File: src/rtl/txdesc_pkg.sv
package txdesc_pkg;

	// ----------------------------------------
	// descriptor word 0 fields and word 1 buffer sizes
	// ----------------------------------------
	localparam int OWN_BIT          = 31;
	localparam int IOC_BIT          = 30;
	localparam int LAST_BIT         = 29;
	localparam int FIRST_BIT        = 28;
	localparam int CRC_SUP_BIT      = 27;
	localparam int PAD_SUP_BIT      = 26;
	localparam int TS_REQ_BIT       = 25;
	localparam int CRC_RECOMP_BIT   = 24;
	localparam int CSUM_HI_BIT      = 23;
	localparam int CSUM_LO_BIT      = 22;
	localparam int RING_WRAP_BIT    = 21;
	localparam int CHAIN_BIT        = 20;
	localparam int BUF2_SIZE_HI     = 28;
	localparam int BUF2_SIZE_LO     = 16;
	localparam int BUF1_SIZE_HI     = 12;
	localparam int BUF1_SIZE_LO     = 0;

	// ----------------------------------------
	// memory layout
	// ----------------------------------------
	localparam logic [31:0] DESC_STRIDE = 32'h0000_0020;
	localparam logic [31:0] WORD1_OFS   = 32'h0000_0004;
	localparam logic [31:0] WORD2_OFS   = 32'h0000_0008;
	localparam logic [31:0] WORD3_OFS   = 32'h0000_000C;

	// ----------------------------------------
	// register map
	// ----------------------------------------
	localparam logic [7:0] CTRL_OFS     = 8'h00;
	localparam logic [7:0] STATUS_OFS   = 8'h14;
	localparam logic [7:0] MASK_OFS     = 8'h1C;
	localparam logic [7:0] BASE_OFS     = 8'h10;
	localparam logic [7:0] CUR_OFS      = 8'h48;
	localparam logic [7:0] OPTS_OFS     = 8'h4C;
	localparam logic [7:0] POLL_OFS     = 8'h04;
	localparam int         STAT_TX_DONE = 0;
	localparam int         STAT_STALL   = 1;
	localparam int         STAT_BUF     = 2;
	localparam int         NSTAT        = 3;
	localparam logic [1:0] RESP_OKAY    = 2'h0;
	localparam logic [1:0] RESP_SLVERR  = 2'h2;

	// ----------------------------------------
	// checksum modes
	// ----------------------------------------
	typedef enum logic [1:0] {
		CSUM_NONE   = 2'h0,
		CSUM_IPHDR  = 2'h1,
		CSUM_NOPSH  = 2'h2,
		CSUM_FULL   = 2'h3
	} csum_mode_t;

	typedef struct packed {
		logic       crc_append;
		logic       crc_recompute;
		logic       pad_enable;
		logic       timestamp_request;
		csum_mode_t checksum_offload_select;
	} frame_opts_t;

	typedef struct packed {
		logic        valid;
		logic        first_segment;
		logic        last_segment;
		logic [31:0] addr;
		logic [12:0] len;
	} seg_cmd_t;

	typedef struct packed {
		logic        req;
		logic        write;
		logic [31:0] addr;
		logic [31:0] wdata;
	} mem_req_t;

endpackage : txdesc_pkg

File: src/rtl/desc_cache.sv
`timescale 1ns/1ps
module desc_cache (
	input  wire logic        aclk,
	input  wire logic        aresetn,
	input  wire logic        wr_en,
	input  wire logic [1:0]  wr_idx,
	input  wire logic [31:0] wr_data,
	input  wire logic [1:0]  rd_idx,
	output logic [31:0]      rd_data
);
	logic [31:0] mem [4];

	// ----------------------------------------
	// word storage
	// ----------------------------------------
	always_ff @(posedge aclk) begin
		if (wr_en) begin
			mem[wr_idx] <= wr_data;
		end
	end

	always_ff @(posedge aclk) begin
		if (!aresetn) begin
			rd_data <= 32'h0000_0000;
		end else begin
			rd_data <= mem[rd_idx];
		end
	end
endmodule : desc_cache

File: src/rtl/tx_desc_ctrl.sv
`timescale 1ns/1ps
// Summary of operation
// - word0 bit 31 set means engine owns descriptor; clear means host owns it.
// - engine clears ownership after frame sent or descriptor buffers drained.
// - completion-interrupt with last-segment sets status bit 0 after frame is sent.
// - bit 29 marks final segment buffer, bit 28 marks opening segment buffer.
// - crc suppress on first segment omits appended crc, else crc appended.
// - pad suppress stops padding short frames; padding forces crc append.
// - timestamp request on first segment enables timestamp capture for the frame.
// - crc recompute with crc suppress overwrites last four bytes with new crc.
// - two-bit checksum field on first segment selects one of four offload modes.
// - ring wrap bit makes next descriptor come from list base address.
// - chained bit makes second address the next pointer, ignoring buffer2 size.
// - with both ring wrap and chained set, ring wrap wins.
// - each descriptor occupies eight consecutive 32-bit words.
module tx_desc_ctrl (
	input  wire logic                    aclk,
	input  wire logic                    aresetn,
	// axi4-lite slave
	input  wire logic [7:0]              s_axi_awaddr,
	input  wire logic                    s_axi_awvalid,
	output logic                         s_axi_awready,
	input  wire logic [31:0]             s_axi_wdata,
	input  wire logic [3:0]              s_axi_wstrb,
	input  wire logic                    s_axi_wvalid,
	output logic                         s_axi_wready,
	output logic [1:0]                   s_axi_bresp,
	output logic                         s_axi_bvalid,
	input  wire logic                    s_axi_bready,
	input  wire logic [7:0]              s_axi_araddr,
	input  wire logic                    s_axi_arvalid,
	output logic                         s_axi_arready,
	output logic [31:0]                  s_axi_rdata,
	output logic [1:0]                   s_axi_rresp,
	output logic                         s_axi_rvalid,
	input  wire logic                    s_axi_rready,
	// descriptor memory port
	output txdesc_pkg::mem_req_t         mem_req,
	input  wire logic                    mem_ack,
	input  wire logic [31:0]             mem_rdata,
	// segment stream to transmit datapath
	output txdesc_pkg::seg_cmd_t         seg_cmd,
	output txdesc_pkg::frame_opts_t      frame_opts,
	input  wire logic                    seg_ready,
	input  wire logic                    seg_done,
	input  wire logic                    frame_sent,
	output logic                         irq
);
	typedef enum logic [7:0] {
		S_IDLE  = 8'h01,
		S_RD    = 8'h02,
		S_CHECK = 8'h04,
		S_SEG1  = 8'h08,
		S_SEG2  = 8'h10,
		S_SENT  = 8'h20,
		S_WB    = 8'h40,
		S_NEXT  = 8'h80
	} state_t;

	state_t      state_reg;
	logic [31:0] base_reg;
	logic [31:0] cur_reg;
	logic        run_reg;
	logic        poll_reg;
	logic [1:0]  widx_reg;
	logic [1:0]  ridx;
	logic [31:0] w0_reg;
	logic [31:0] w1_reg;
	logic [31:0] w2_reg;
	logic [31:0] w3_reg;
	logic [31:0] cache_q;
	logic        ioc_pend_reg;
	logic [txdesc_pkg::NSTAT-1:0] status_reg;
	logic [txdesc_pkg::NSTAT-1:0] mask_reg;
	logic [txdesc_pkg::NSTAT-1:0] ev;
	logic        aw_held;
	logic        w_held;
	logic [7:0]  awaddr_reg;
	logic [31:0] wdata_reg;
	logic        wr_fire;
	logic [31:0] next_addr;
	logic [12:0] buf1_len;
	logic [12:0] buf2_len;

	assign buf1_len = w1_reg[txdesc_pkg::BUF1_SIZE_HI:txdesc_pkg::BUF1_SIZE_LO];
	assign buf2_len = w1_reg[txdesc_pkg::BUF2_SIZE_HI:txdesc_pkg::BUF2_SIZE_LO];

	// ----------------------------------------
	// descriptor word cache
	// ----------------------------------------
	assign ridx = widx_reg;

	desc_cache u_cache (
		.aclk    (aclk),
		.aresetn (aresetn),
		.wr_en   (state_reg == S_RD && mem_ack),
		.wr_idx  (widx_reg),
		.wr_data (mem_rdata),
		.rd_idx  (ridx),
		.rd_data (cache_q)
	);

	// ----------------------------------------
	// next descriptor address
	// ----------------------------------------
	always_comb begin
		if (w0_reg[txdesc_pkg::RING_WRAP_BIT]) begin
			next_addr = base_reg;
		end else if (w0_reg[txdesc_pkg::CHAIN_BIT]) begin
			next_addr = w3_reg;
		end else begin
			next_addr = cur_reg + txdesc_pkg::DESC_STRIDE;
		end
	end

	// ----------------------------------------
	// descriptor engine
	// ----------------------------------------
	always_ff @(posedge aclk) begin
		if (!aresetn) begin
			state_reg    <= S_IDLE;
			cur_reg      <= 32'h0000_0000;
			widx_reg     <= 2'h0;
			w0_reg       <= 32'h0000_0000;
			w1_reg       <= 32'h0000_0000;
			w2_reg       <= 32'h0000_0000;
			w3_reg       <= 32'h0000_0000;
			ioc_pend_reg <= 1'b0;
		end else begin
			unique case (state_reg)
				S_IDLE: begin
					if (run_reg && poll_reg) begin
						widx_reg  <= 2'h0;
						state_reg <= S_RD;
					end
				end
				S_RD: begin
					if (mem_ack) begin
						unique case (widx_reg)
							2'h0: w0_reg <= mem_rdata;
							2'h1: w1_reg <= mem_rdata;
							2'h2: w2_reg <= mem_rdata;
							2'h3: w3_reg <= mem_rdata;
						endcase
						if (widx_reg == 2'h3) begin
							state_reg <= S_CHECK;
						end
						widx_reg <= widx_reg + 2'h1;
					end
				end
				S_CHECK: begin
					if (!w0_reg[txdesc_pkg::OWN_BIT]) begin
						state_reg <= S_IDLE;
					end else begin
						if (w0_reg[txdesc_pkg::LAST_BIT] && w0_reg[txdesc_pkg::IOC_BIT]) begin
							ioc_pend_reg <= 1'b1;
						end
						state_reg <= (buf1_len != 13'h0000) ? S_SEG1 : S_SEG2;
					end
				end
				S_SEG1: begin
					if (seg_done) begin
						state_reg <= (!w0_reg[txdesc_pkg::CHAIN_BIT] && buf2_len != 13'h0000) ? S_SEG2 : S_SENT;
					end
				end
				S_SEG2: begin
					if (seg_done || w0_reg[txdesc_pkg::CHAIN_BIT] || buf2_len == 13'h0000) begin
						state_reg <= S_SENT;
					end
				end
				S_SENT: begin
					if (!w0_reg[txdesc_pkg::LAST_BIT] || frame_sent) begin
						state_reg <= S_WB;
					end
				end
				S_WB: begin
					if (mem_ack) begin
						ioc_pend_reg <= 1'b0;
						state_reg    <= S_NEXT;
					end
				end
				S_NEXT: begin
					cur_reg   <= next_addr;
					widx_reg  <= 2'h0;
					state_reg <= S_RD;
				end
				default: state_reg <= S_IDLE;
			endcase
			if (!run_reg) begin
				cur_reg <= base_reg;
			end
		end
	end

	// ----------------------------------------
	// memory and segment outputs
	// ----------------------------------------
	always_comb begin
		mem_req = '0;
		if (state_reg == S_RD) begin
			mem_req.req  = 1'b1;
			mem_req.addr = cur_reg + {28'h0000000, widx_reg, 2'h0};
		end else if (state_reg == S_WB) begin
			mem_req.req   = 1'b1;
			mem_req.write = 1'b1;
			mem_req.addr  = cur_reg;
			mem_req.wdata = w0_reg & ~(32'h0000_0001 << txdesc_pkg::OWN_BIT);
		end
	end

	always_ff @(posedge aclk) begin
		if (!aresetn) begin
			seg_cmd <= '0;
		end else if (state_reg == S_SEG1 || (state_reg == S_SEG2 && !w0_reg[txdesc_pkg::CHAIN_BIT])) begin
			seg_cmd.valid         <= !seg_done;
			seg_cmd.first_segment <= w0_reg[txdesc_pkg::FIRST_BIT];
			seg_cmd.last_segment  <= w0_reg[txdesc_pkg::LAST_BIT];
			seg_cmd.addr          <= (state_reg == S_SEG1) ? w2_reg : w3_reg;
			seg_cmd.len           <= (state_reg == S_SEG1) ? buf1_len : buf2_len;
		end else begin
			seg_cmd.valid <= 1'b0;
		end
	end

	always_ff @(posedge aclk) begin
		if (!aresetn) begin
			frame_opts <= '0;
		end else if (state_reg == S_CHECK && w0_reg[txdesc_pkg::OWN_BIT] && w0_reg[txdesc_pkg::FIRST_BIT]) begin
			frame_opts.pad_enable        <= !w0_reg[txdesc_pkg::PAD_SUP_BIT];
			frame_opts.crc_append        <= !w0_reg[txdesc_pkg::CRC_SUP_BIT]
				|| !w0_reg[txdesc_pkg::PAD_SUP_BIT];
			frame_opts.crc_recompute     <= w0_reg[txdesc_pkg::CRC_RECOMP_BIT]
				&& w0_reg[txdesc_pkg::CRC_SUP_BIT];
			frame_opts.timestamp_request <= w0_reg[txdesc_pkg::TS_REQ_BIT];
			frame_opts.checksum_offload_select <= txdesc_pkg::csum_mode_t'(
				w0_reg[txdesc_pkg::CSUM_HI_BIT:txdesc_pkg::CSUM_LO_BIT]);
		end
	end

	// ----------------------------------------
	// events and interrupt
	// ----------------------------------------
	assign ev[txdesc_pkg::STAT_TX_DONE] = state_reg == S_WB && mem_ack && ioc_pend_reg;
	assign ev[txdesc_pkg::STAT_STALL]   = state_reg == S_CHECK && !w0_reg[txdesc_pkg::OWN_BIT];
	assign ev[txdesc_pkg::STAT_BUF]     = state_reg == S_WB && mem_ack;

	generate
		for (genvar i = 0; i < txdesc_pkg::NSTAT; i++) begin : g_stat
			always_ff @(posedge aclk) begin
				if (!aresetn) begin
					status_reg[i] <= 1'b0;
				end else if (ev[i]) begin
					status_reg[i] <= 1'b1;
				end else if (wr_fire && awaddr_reg == txdesc_pkg::STATUS_OFS && wdata_reg[i]) begin
					status_reg[i] <= 1'b0;
				end
			end
		end
	endgenerate

	assign irq = |(status_reg & mask_reg);

	// ----------------------------------------
	// axi4-lite write
	// ----------------------------------------
	assign s_axi_awready = !aw_held && !s_axi_bvalid;
	assign s_axi_wready  = !w_held && !s_axi_bvalid;
	assign wr_fire       = aw_held && w_held && !s_axi_bvalid;

	always_ff @(posedge aclk) begin
		if (!aresetn) begin
			aw_held      <= 1'b0;
			w_held       <= 1'b0;
			awaddr_reg   <= 8'h00;
			wdata_reg    <= 32'h0000_0000;
			s_axi_bvalid <= 1'b0;
			s_axi_bresp  <= txdesc_pkg::RESP_OKAY;
		end else begin
			if (s_axi_awvalid && s_axi_awready) begin
				aw_held    <= 1'b1;
				awaddr_reg <= s_axi_awaddr;
			end
			if (s_axi_wvalid && s_axi_wready) begin
				w_held    <= 1'b1;
				wdata_reg <= s_axi_wdata;
			end
			if (wr_fire) begin
				aw_held      <= 1'b0;
				w_held       <= 1'b0;
				s_axi_bvalid <= 1'b1;
				unique case (awaddr_reg)
					txdesc_pkg::CTRL_OFS, txdesc_pkg::POLL_OFS, txdesc_pkg::BASE_OFS,
					txdesc_pkg::STATUS_OFS, txdesc_pkg::MASK_OFS: s_axi_bresp <= txdesc_pkg::RESP_OKAY;
					default: s_axi_bresp <= txdesc_pkg::RESP_SLVERR;
				endcase
			end else if (s_axi_bvalid && s_axi_bready) begin
				s_axi_bvalid <= 1'b0;
			end
		end
	end

	always_ff @(posedge aclk) begin
		if (!aresetn) begin
			run_reg  <= 1'b0;
			base_reg <= 32'h0000_0000;
			mask_reg <= '0;
		end else if (wr_fire && s_axi_wstrb == 4'hF) begin
			if (awaddr_reg == txdesc_pkg::CTRL_OFS) begin
				run_reg <= wdata_reg[0];
			end
			if (awaddr_reg == txdesc_pkg::BASE_OFS) begin
				base_reg <= {wdata_reg[31:2], 2'h0};
			end
			if (awaddr_reg == txdesc_pkg::MASK_OFS) begin
				mask_reg <= wdata_reg[txdesc_pkg::NSTAT-1:0];
			end
		end
	end

	// poll demand restarts a stalled engine
	always_ff @(posedge aclk) begin
		if (!aresetn) begin
			poll_reg <= 1'b0;
		end else if (wr_fire && awaddr_reg == txdesc_pkg::POLL_OFS) begin
			poll_reg <= 1'b1;
		end else if (state_reg == S_IDLE && run_reg) begin
			poll_reg <= 1'b0;
		end
	end

	// ----------------------------------------
	// axi4-lite read
	// ----------------------------------------
	assign s_axi_arready = !s_axi_rvalid;

	always_ff @(posedge aclk) begin
		if (!aresetn) begin
			s_axi_rvalid <= 1'b0;
			s_axi_rdata  <= 32'h0000_0000;
			s_axi_rresp  <= txdesc_pkg::RESP_OKAY;
		end else if (s_axi_arvalid && s_axi_arready) begin
			s_axi_rvalid <= 1'b1;
			s_axi_rresp  <= txdesc_pkg::RESP_OKAY;
			unique case (s_axi_araddr)
				txdesc_pkg::CTRL_OFS:   s_axi_rdata <= {31'h0, run_reg};
				txdesc_pkg::POLL_OFS:   s_axi_rdata <= 32'h0000_0000;
				txdesc_pkg::BASE_OFS:   s_axi_rdata <= base_reg;
				txdesc_pkg::STATUS_OFS: s_axi_rdata <= {29'h0, status_reg};
				txdesc_pkg::MASK_OFS:   s_axi_rdata <= {29'h0, mask_reg};
				txdesc_pkg::CUR_OFS:    s_axi_rdata <= cur_reg;
				txdesc_pkg::OPTS_OFS:   s_axi_rdata <= {24'h0, state_reg[7:6], frame_opts};
				default: begin
					s_axi_rdata <= 32'h0000_0000;
					s_axi_rresp <= txdesc_pkg::RESP_SLVERR;
				end
			endcase
		end else if (s_axi_rvalid && s_axi_rready) begin
			s_axi_rvalid <= 1'b0;
		end
	end

	logic unused_q;
	assign unused_q = ^cache_q;
endmodule : tx_desc_ctrl

File: config.mk
export PLATFORM = sky130hd
export DESIGN_NAME = tx_desc_ctrl
export DESIGN_NICKNAME = d
export VERILOG_FILES = /design/src/rtl/txdesc_pkg.sv /design/src/rtl/desc_cache.sv /design/src/rtl/tx_desc_ctrl.sv
export SDC_FILE = /design/constraint.sdc
export NUM_CORES = 1
export LEC_CHECK = 0
export BUFFER_PORTS_ARGS = -buffer_cell sky130_fd_sc_hd__buf_4
export CAP_MARGIN = 20
export CORE_ASPECT_RATIO = 1.4
export CORE_UTILIZATION = 55
export CTS_CLUSTER_SIZE = 25
export DETAILED_ROUTE_END_ITERATION = 10
export PLACE_DENSITY = 0.9
export SLEW_MARGIN = 25
export SYNTH_ARGS = -nofsm -noshare
export SYNTH_HDL_FRONTEND = slang
export SYNTH_SLANG_ARGS = --single-unit
File: constraint.sdc
create_clock -name aclk -period 2.65 [get_ports aclk]
set_input_delay 0.265 -clock aclk [delete_from_list [all_inputs] [get_ports aclk]]
set_output_delay 0.265 -clock aclk [all_outputs]
set_load 0.05 [all_outputs]
# Yosys cells after proc, flatten, opt, wreduce, memory -nomap -nowiden
# Index checks and enable logic that the tools add are counted.
[totals]
ff_bits = 340
in_bits = 95
output_inout_bits = 162
elab_cells = 185
[op_classes]
addsub = 3
eq_ne = 32
muxes = 44
bitwise_logic = 2
reduce_logical = 70
[ops]
columns = ["op", "n"]
rows = [
  ["32-bit two-way mux", 7],
  ["32-bit one-hot mux with 6 select lines", 1],
  ["66-bit two-way mux", 1],
  ["8-bit one-hot mux with 8 select lines", 1],
  ["8-bit by 5-bit equality test with 1-bit output, second input constant", 7],
  ["8-bit two-way mux", 7],
  ["32-bit by 4-bit adder with 32-bit output", 1],
  ["32-bit by 6-bit adder with 32-bit output, second input constant", 1],
  ["1-bit logical AND", 26],
  ["13-bit nonzero test", 2],
  ["8-bit by 3-bit equality test with 1-bit output, second input constant", 3],
  ["8-bit by 7-bit equality test with 1-bit output, second input constant", 3],
  ["1-bit two-way mux", 17],
  ["8-bit zero test", 2],
  ["2-bit inequality test, second input constant", 8],
  ["3-bit AND reduction", 5],
  ["2-bit nonzero test", 7],
  ["13-bit zero test", 1],
  ["13-bit two-way mux", 1],
  ["1-bit zero test", 10],
  ["5-bit two-way mux", 2],
  ["8-bit by 1-bit equality test with 1-bit output, second input constant", 1],
  ["8-bit by 2-bit equality test with 1-bit output, second input constant", 1],
  ["8-bit by 4-bit equality test with 1-bit output, second input constant", 1],
  ["other kinds (23)", 35],
]

# Depth between registers and ports, before layout
# Gate-level depths: netlist (run 1).
[depth]
depth_word = 6
mapped_depth = 9

# Worst setup path before layout (run 1)
# Ideal clock, no wire load.
[synth_path]
path_kind = "register to output"
startpoint = "reg state_reg[2]"
endpoint = "out mem_req[57] (netlist name)"
arrival_ns = 3.150
required_ns = 2.385
path_slack_ns = -0.765
stages_incl_launch_ff = 5
n_path_buf = 0
path_cell_list = "dfxtp_1 > or4_4 > nor3_2 > nand3b_2 > o41ai_1"
[synth_lines]
columns = ["item", "line", "rtl"]
rows = [
  ["start: declaration", "tx_desc_ctrl.sv:60", "state_t state_reg;"],
  ["start signal: assignment", "tx_desc_ctrl.sv:158", "state_reg <= (buf1_len != 13'h0000) ? S_SEG1 : S_SEG2;"],
  ["start signal: assignment", "tx_desc_ctrl.sv:163", "state_reg <= (!w0_reg[txdesc_pkg::CHAIN_BIT] && buf2_len != 13'h0000) ? S_SEG2 : S_SENT;"],
  ["end: declaration", "tx_desc_ctrl.sv:38", "output txdesc_pkg::mem_req_t mem_req,"],
]

==> impl_results.md, run 1 <==
* RSZ-0062 raised after global routing: true
* Final min period at approximately 3100 ps
* R2r worst-path depth at 7
* Top cells by count, synth: 457 x nand2_1, 335 x dfxtp_1, 232 x a21oi_1, 127 x nor2_1, 124 x clkbuf_1
* Crit end category: primary output
* Die Span Y at 198 µm
* Fin. Hold Viols at 0
* Avg WL per Cell at 21.6 µm
* WS Path Type: reg2out
* Slowest Stage Delay on Critical Path at 610 ps
* Die width at ~140 µm
* Async SR Flop Fraction at 0%
* Total CTS buffers at 31
* Hold Path Class: in2reg
* Flops & latches, synth at 335
* DRT iter0 DRCs at between 1500 and 2000
* Drt drc at 0
* Synthesized area per cell at approximately 8 µm²
* Syn Inst Count at roughly 1900
* Fmax at 321 MHz
* Ys Warns at 0
* CP Max Fanout at 6
* Initial Util at 55.9%
* Count of flip-flops with a built-in enable after synthesis at 0
* Actual slew at the worst max-slew pin at 804 ps
* HPWL Detailed at 35.7 mm
* Grt ovf at 0
* Rel. slew slack at a little under half
* Total wire length at 56.0 mm
* CP Launch Type: flop
* Worst path most repeated cell: or4_4
* Reg2Reg Setup Slack at around 180 ps
* CORE AREA at 26900 µm²
* Primary FF master, synth: dfxtp_1
* Reg with most FFs: seg_cmd
* Sink Count at about 340
* WHS Path Cells at 3
* Critical path capture point: mem_req[40]
* CTS Root Cell: clkbuf_16
* Vias at 16100
* Largest register FFs at 48
* Critical Path AT at ~2900 ps
* Critical path's slowest cell: or4_4
* Failing checks: negative setup slack
* Latest clock arrival within the worst-skew pair at around 590 ps
* Gr usage total at around two fifths
* GPL Wtd Cong at 1.00
* First-pass DRT Iterations at 6
* Max-cap violations at 0
* Area post-placement at between 15000 and 20000 µm²
* Nets at roughly 2300
* Top cell type's share of synthesized area at between 40 and 50%
* Worst flop-to-flop path endpoint: seg_cmd[3]
* Max rail drop VDD at between 0.0005 and 0.0006 V
* Die ar. at around 28000 µm²
* Clock Skews at approximately 20 ps
* Post-synthesis sequential area ratio at 44.5%
* Vias in the first global route at 15600
* Clock Path Buffers at 3
* Synth cell types at 79
* CP required at ~2400 ps
* CP Cell Sequence: or4_4 -> or4_4 -> clkinv_8 -> buf_16 -> o211ai_1 -> o31ai_2 -> buf_6
* Reg-to-reg startpoint: state_reg[2]
* Final setup violation count at 65
* Standard-cell rows at slightly above 70
* Pwr Density at ~530 nW/µm²
* Tot Pwr at 11.1 mW
* First-pass GRT wire length at around 85 mm
* Vias per inst at roughly 6.2
* Area occupied by multi-input gates at between 8000 and 9000 µm²
* Area of the mapped netlist at 15100 µm²
* Finished Cell Area at just over 20000 µm²
* Diodes inserted at 0
* TritonCTS clock tree: built
* Largest net degree at the start of global routing at 104
* ANT nets after route at 0
* LEAKAGE at 8.09 nW
* # IOs at ~260
* Hold slack at 10.2 ps
* Yosys top cell by area: dfxtp_1
* Max-slew violations at 0
* Worst Setup SP: state_reg[2]
* Setup ws final at -463 ps
* # fillers at 1760
* Outcome: finished, violations left
* Clock slew at reported path FFs at around 70 ps
* Synth top area cells: dfxtp_1 45%, nand2_1 11%, a21oi_1 7.7%, mux2i_1 4.7%, nor2_1 3.2%
* IO Port Bufs at 252
* Setup TNS at -19570 ps
* H-tree levels at 1
* Share of cells above drive strength 1 at about a quarter
* Final worst-path cycle share at 117%
* Initial antenna violation count at 0
* Layout overhead on the synthesized area at 37.4%
* FF+latch area at 6730 µm²
* Top-count cell post-synth: nand2_1
==> cell families (layout without fill, tap and decap cells) <==
group / Yosys count / in the layout / synth area share [%]
XOR/XNOR: 2 / 2 / 0.116
buffers and inverters: 187 / 526 / 5.28
other: 1 / 3 / 0.0249
multiplexers: 74 / 74 / 4.94
AND/OR/NAND/NOR: 815 / 815 / 24.4
adder cells (fa/ha/maj): 9 / 9 / 0.798
flip-flops: 335 / 335 / 44.5
AO/OA/AOI/OAI: 471 / 471 / 19.9
==> power by group <==
part	internal (mW)	switching, mW
Combinational	0.433	0.643
Clock	2.66	2.11
Sequential	5.12	0.0811
==> layout by cell type (no fill, tap or decap), types with 12 or more instances in the layout <==
cell,synthesis,layout
a211oi_1,53,52
a21oi_1,232,232
a221oi_1,26,26
and2_1,43,13
and2_4,0,30
buf_12,0,16
buf_4,9,283
buf_6,4,35
buf_8,0,38
clkbuf_16,0,31
dfxtp_1,335,326
dlygate4sd3_1,0,74
inv_1,17,16
mux2i_1,71,64
nand2_1,457,449
nand3_1,32,30
nand4_1,32,32
nor2_1,127,126
nor3_1,41,39
o211ai_1,32,32
o21ai_0,26,25
o31ai_2,0,12
==> critical path: cells and delay by family, from the launching register on <==
kind                   cells  cell delay, ps
AOI/OAI and AO/OA          2             280
and+or+nand+nor            2            1190
buffers and inverters      3             470
DFF                        1             320
==> metal layers <==
metal  GRT usage (%)  share of wire (%)  vias to the layer above
li1                -                  -                     7270
met1            44.3                 36                     7643
met2            67.1                 49                      978
met3            5.37                7.6                      246
met4            24.0                6.9                        0
met5               0                  0                        -
==> cell type report <==
cell class / count / area share, %
Clock buffer: 33 / 3.79
Clock inverter: 25 / 1.40
Inverter: 19 / 0.442
Multi-Input combinational cell: 1374 / 39.2
Sequential cell: 335 / 32.5
Tap cell: 365 / 2.21
Timing Repair Buffer: 449 / 20.5
==> per-stage QoR <==
step / util, % / std cells / setup WS, ps
after floorplan: - / 1896 / -217
after global placement: 66.3 / 2452 / 54.0
after detailed placement: 66.3 / 2452 / -5.78
after CTS: 76.0 / 2596 / -391
after global routing: 76.9 / 2600 / -464
final: 76.9 / 2600 / -463
==> worst min-delay path by stage <==
| stage | slack (ps) | to | from |
|---|---|---|---|
| floorplan | 360 | s_axi_rvalid | s_axi_rready |
| global placement | 440 | w0_reg[15] | w0_reg[15] |
| detailed placement | 450 | w0_reg[4] | w0_reg[4] |
| CTS | 4 | w3_reg[27] | mem_rdata[27] |
| global route | 10 | w0_reg[27] | mem_rdata[27] |
| finish | 10 | w0_reg[27] | mem_rdata[27] |
==> what timing repair did <==
| item | 4_1_cts | 5_1_grt |
|---|---|---|
| setup endpoints to repair | 65 | 65 |
| endpoints found under the hold margin | 149 | 0 |
| setup buffers | 10 | 4 |
| hold buffers | 74 | 0 |
| cloned | 3 | 0 |
| gates resized for setup | 159 | 51 |
| pin swaps | 23 | 13 |
(Power assumes the default switching activity.)
==> inputs of run 2 (changes only) <==
--- a/config.mk
+++ b/config.mk
@@ -8,6 +8,7 @@
 export BUFFER_PORTS_ARGS = -buffer_cell sky130_fd_sc_hd__buf_4
 export CAP_MARGIN = 20
 export CORE_ASPECT_RATIO = 1.4
+export CORE_MARGIN = 4
 export CORE_UTILIZATION = 55
 export CTS_CLUSTER_SIZE = 25
 export DETAILED_ROUTE_END_ITERATION = 10
==> impl_results.md, run 2 (same netlist as run 1, synthesis figures left out) <==
* Latest clock arrival within the worst-skew pair at between 500 and 600 ps
* Pwr Density at between 500 and 600 nW/µm²
* Reg with most FFs: seg_cmd
* CTS Root Cell: clkbuf_16
* Outcome: finished, violations left
* Diodes inserted at 0
* Standard-cell rows at 71
* Failing checks: negative setup slack
* Setup TNS at -17630 ps
* Final setup violation count at 65
* Avg WL per Cell at 21.9 µm
* First-pass GRT wire length at 86.6 mm
* WS Path Type: reg2out
* DRT iter0 DRCs at roughly 1900
* # IOs at 257
* Hold Path Class: in2reg
* CP Launch Type: flop
* Commonest non-fill, non-tap cell in the layout: nand2_1
* ANT nets after route at 0
* Max rail drop VDD at roughly 0.0005 V
* Final worst-path cycle share at 115%
* IO Port Bufs at between 200 and 300
* Vias at around 16000
* Clock Path Buffers at 3
* Drt drc at 0
* # fillers at about 1800
* CP Max Fanout at 5
* Final min period at about 3000 ps
* Rel. slew slack at between 40% and 50%
* Clock slew at reported path FFs at 70 ps
* Fmax at roughly 330 MHz
* CORE AREA at 26900 µm²
* Max-cap violations at 0
* Die Span Y at 204 µm
* Crit end category: primary output
* Die width at around 150 µm
* Actual slew at the worst max-slew pin at ~780 ps
* Total CTS buffers at 31
* Hold slack at around 22 ps
* Share of cells above drive strength 1 at approximately a quarter
* Layout overhead on the synthesized area at 35.6%
* Total wire length at between 50 and 60 mm
* Initial Util at around 56%
* Vias in the first global route at about 16000
* Clock Skews at 8.42 ps
* Die ar. at about 30000 µm²
* FF+latch area at between 6000 and 7000 µm²
* GPL Wtd Cong at approximately 1
* Max-slew violations at 0
* Setup ws final at -390 ps
* Largest register FFs at 48
* Fin. Hold Viols at 0
* Initial antenna violation count at 0
* Area occupied by multi-input gates at between 7000 and 8000 µm²
* Nets at around 2300
* Vias per inst at between 6 and 7
* Sink Count at 335
* LEAKAGE at between 7 and 8 nW
* Grt ovf at 0
* First-pass DRT Iterations at 7
* TritonCTS clock tree: built
* Largest net degree at the start of global routing at ~110
* Gr usage total at approximately 36%
* Leading cell types in the layout, fill and taps excluded: 454 x nand2_1, 330 x dfxtp_1, 277 x buf_4, 232 x a21oi_1, 126 x nor2_1
* RSZ-0062 raised after global routing: true
* HPWL Detailed at between 30 and 40 mm
* Critical Path AT at about 2800 ps
* CP required at between 2000 and 2500 ps
* H-tree levels at 1
## run 2: cell type report
cell class / count / share of cell area, %
Clock buffer: 38 / 4.27
Clock inverter: 19 / 1.10
Inverter: 19 / 0.423
Multi-Input combinational cell: 1374 / 39.0
Sequential cell: 335 / 32.9
Tap cell: 365 / 2.24
Timing Repair Buffer: 440 / 20.0
## run 2: through the flow
| step | util, % | instance area, µm² | std cells | worst slack (ps) | power [mW] |
|---|---|---|---|---|---|
| 2_1_floorplan | - | 15200 | 1896 | -217 | 5.85 |
| 3_3_place_gp | 66.0 | 17800 | 2442 | 63.7 | 6.18 |
| 3_5_place_dp | 66.0 | 17800 | 2442 | 14.6 | 6.20 |
| 4_1_cts | 74.6 | 20100 | 2580 | -381 | 11.0 |
| 5_1_grt | 75.9 | 20400 | 2590 | -457 | 11.3 |
| 6_report | 75.9 | 20400 | 2590 | -390 | 11.0 |
## run 2: power by group
| group | total, mW | switching (mW) | leakage, nW | internal [mW] |
|---|---|---|---|---|
| logic | 1.04 | 0.627 | 4.70 | 0.414 |
| registers | 5.21 | 0.0868 | 2.71 | 5.13 |
| clock network | 4.80 | 2.06 | 0.534 | 2.74 |
| total | 11.0 | 2.77 | 7.95 | 8.28 |
## run 2: worst paths after layout
| path | from | to | slack, ps | cells past startpoint |
|---|---|---|---|---|
| setup reg to reg | state_reg[5] | ioc_pend_reg | 200 | 10 |
| hold / removal | mem_rdata[28] | w3_reg[28] | 20 | 3 |
| hold reg to reg | w2_reg[13] | w2_reg[13] | 450 | 2 |
| setup / recovery | state_reg[5] | mem_req[49] | -390 | 7 |
## run 2: critical path, cell delays in order (launching register included)
cell and delay (ps):
dfxtp_2 320, or4_4 590, nor3_4 260, buf_6 130, and3b_1 180, nand4_1 220, mux2i_2 300, buf_6 190
## run 2: layer usage
layer	routed length [µm]	vias to the layer above	part of all wire, %	GRT usage (%)
met4	3880	0	6.8	20.5
met3	4720	256	8.3	5.25
li1	-	7244	-	-
met5	0	-	0	0
met1	20600	7638	36	42.5
met2	27600	956	49	60.7
## run 2: repair_timing
action / 4_1_cts / 5_1_grt
hold buffers: 75 / 0
pin swaps: 6 / 18
buffers inserted: 4 / 9
setup endpoints to repair: 65 / 65
resized for setup: 107 / 62
gates cloned: 2 / 2
hold endpoints to repair: 150 / 0
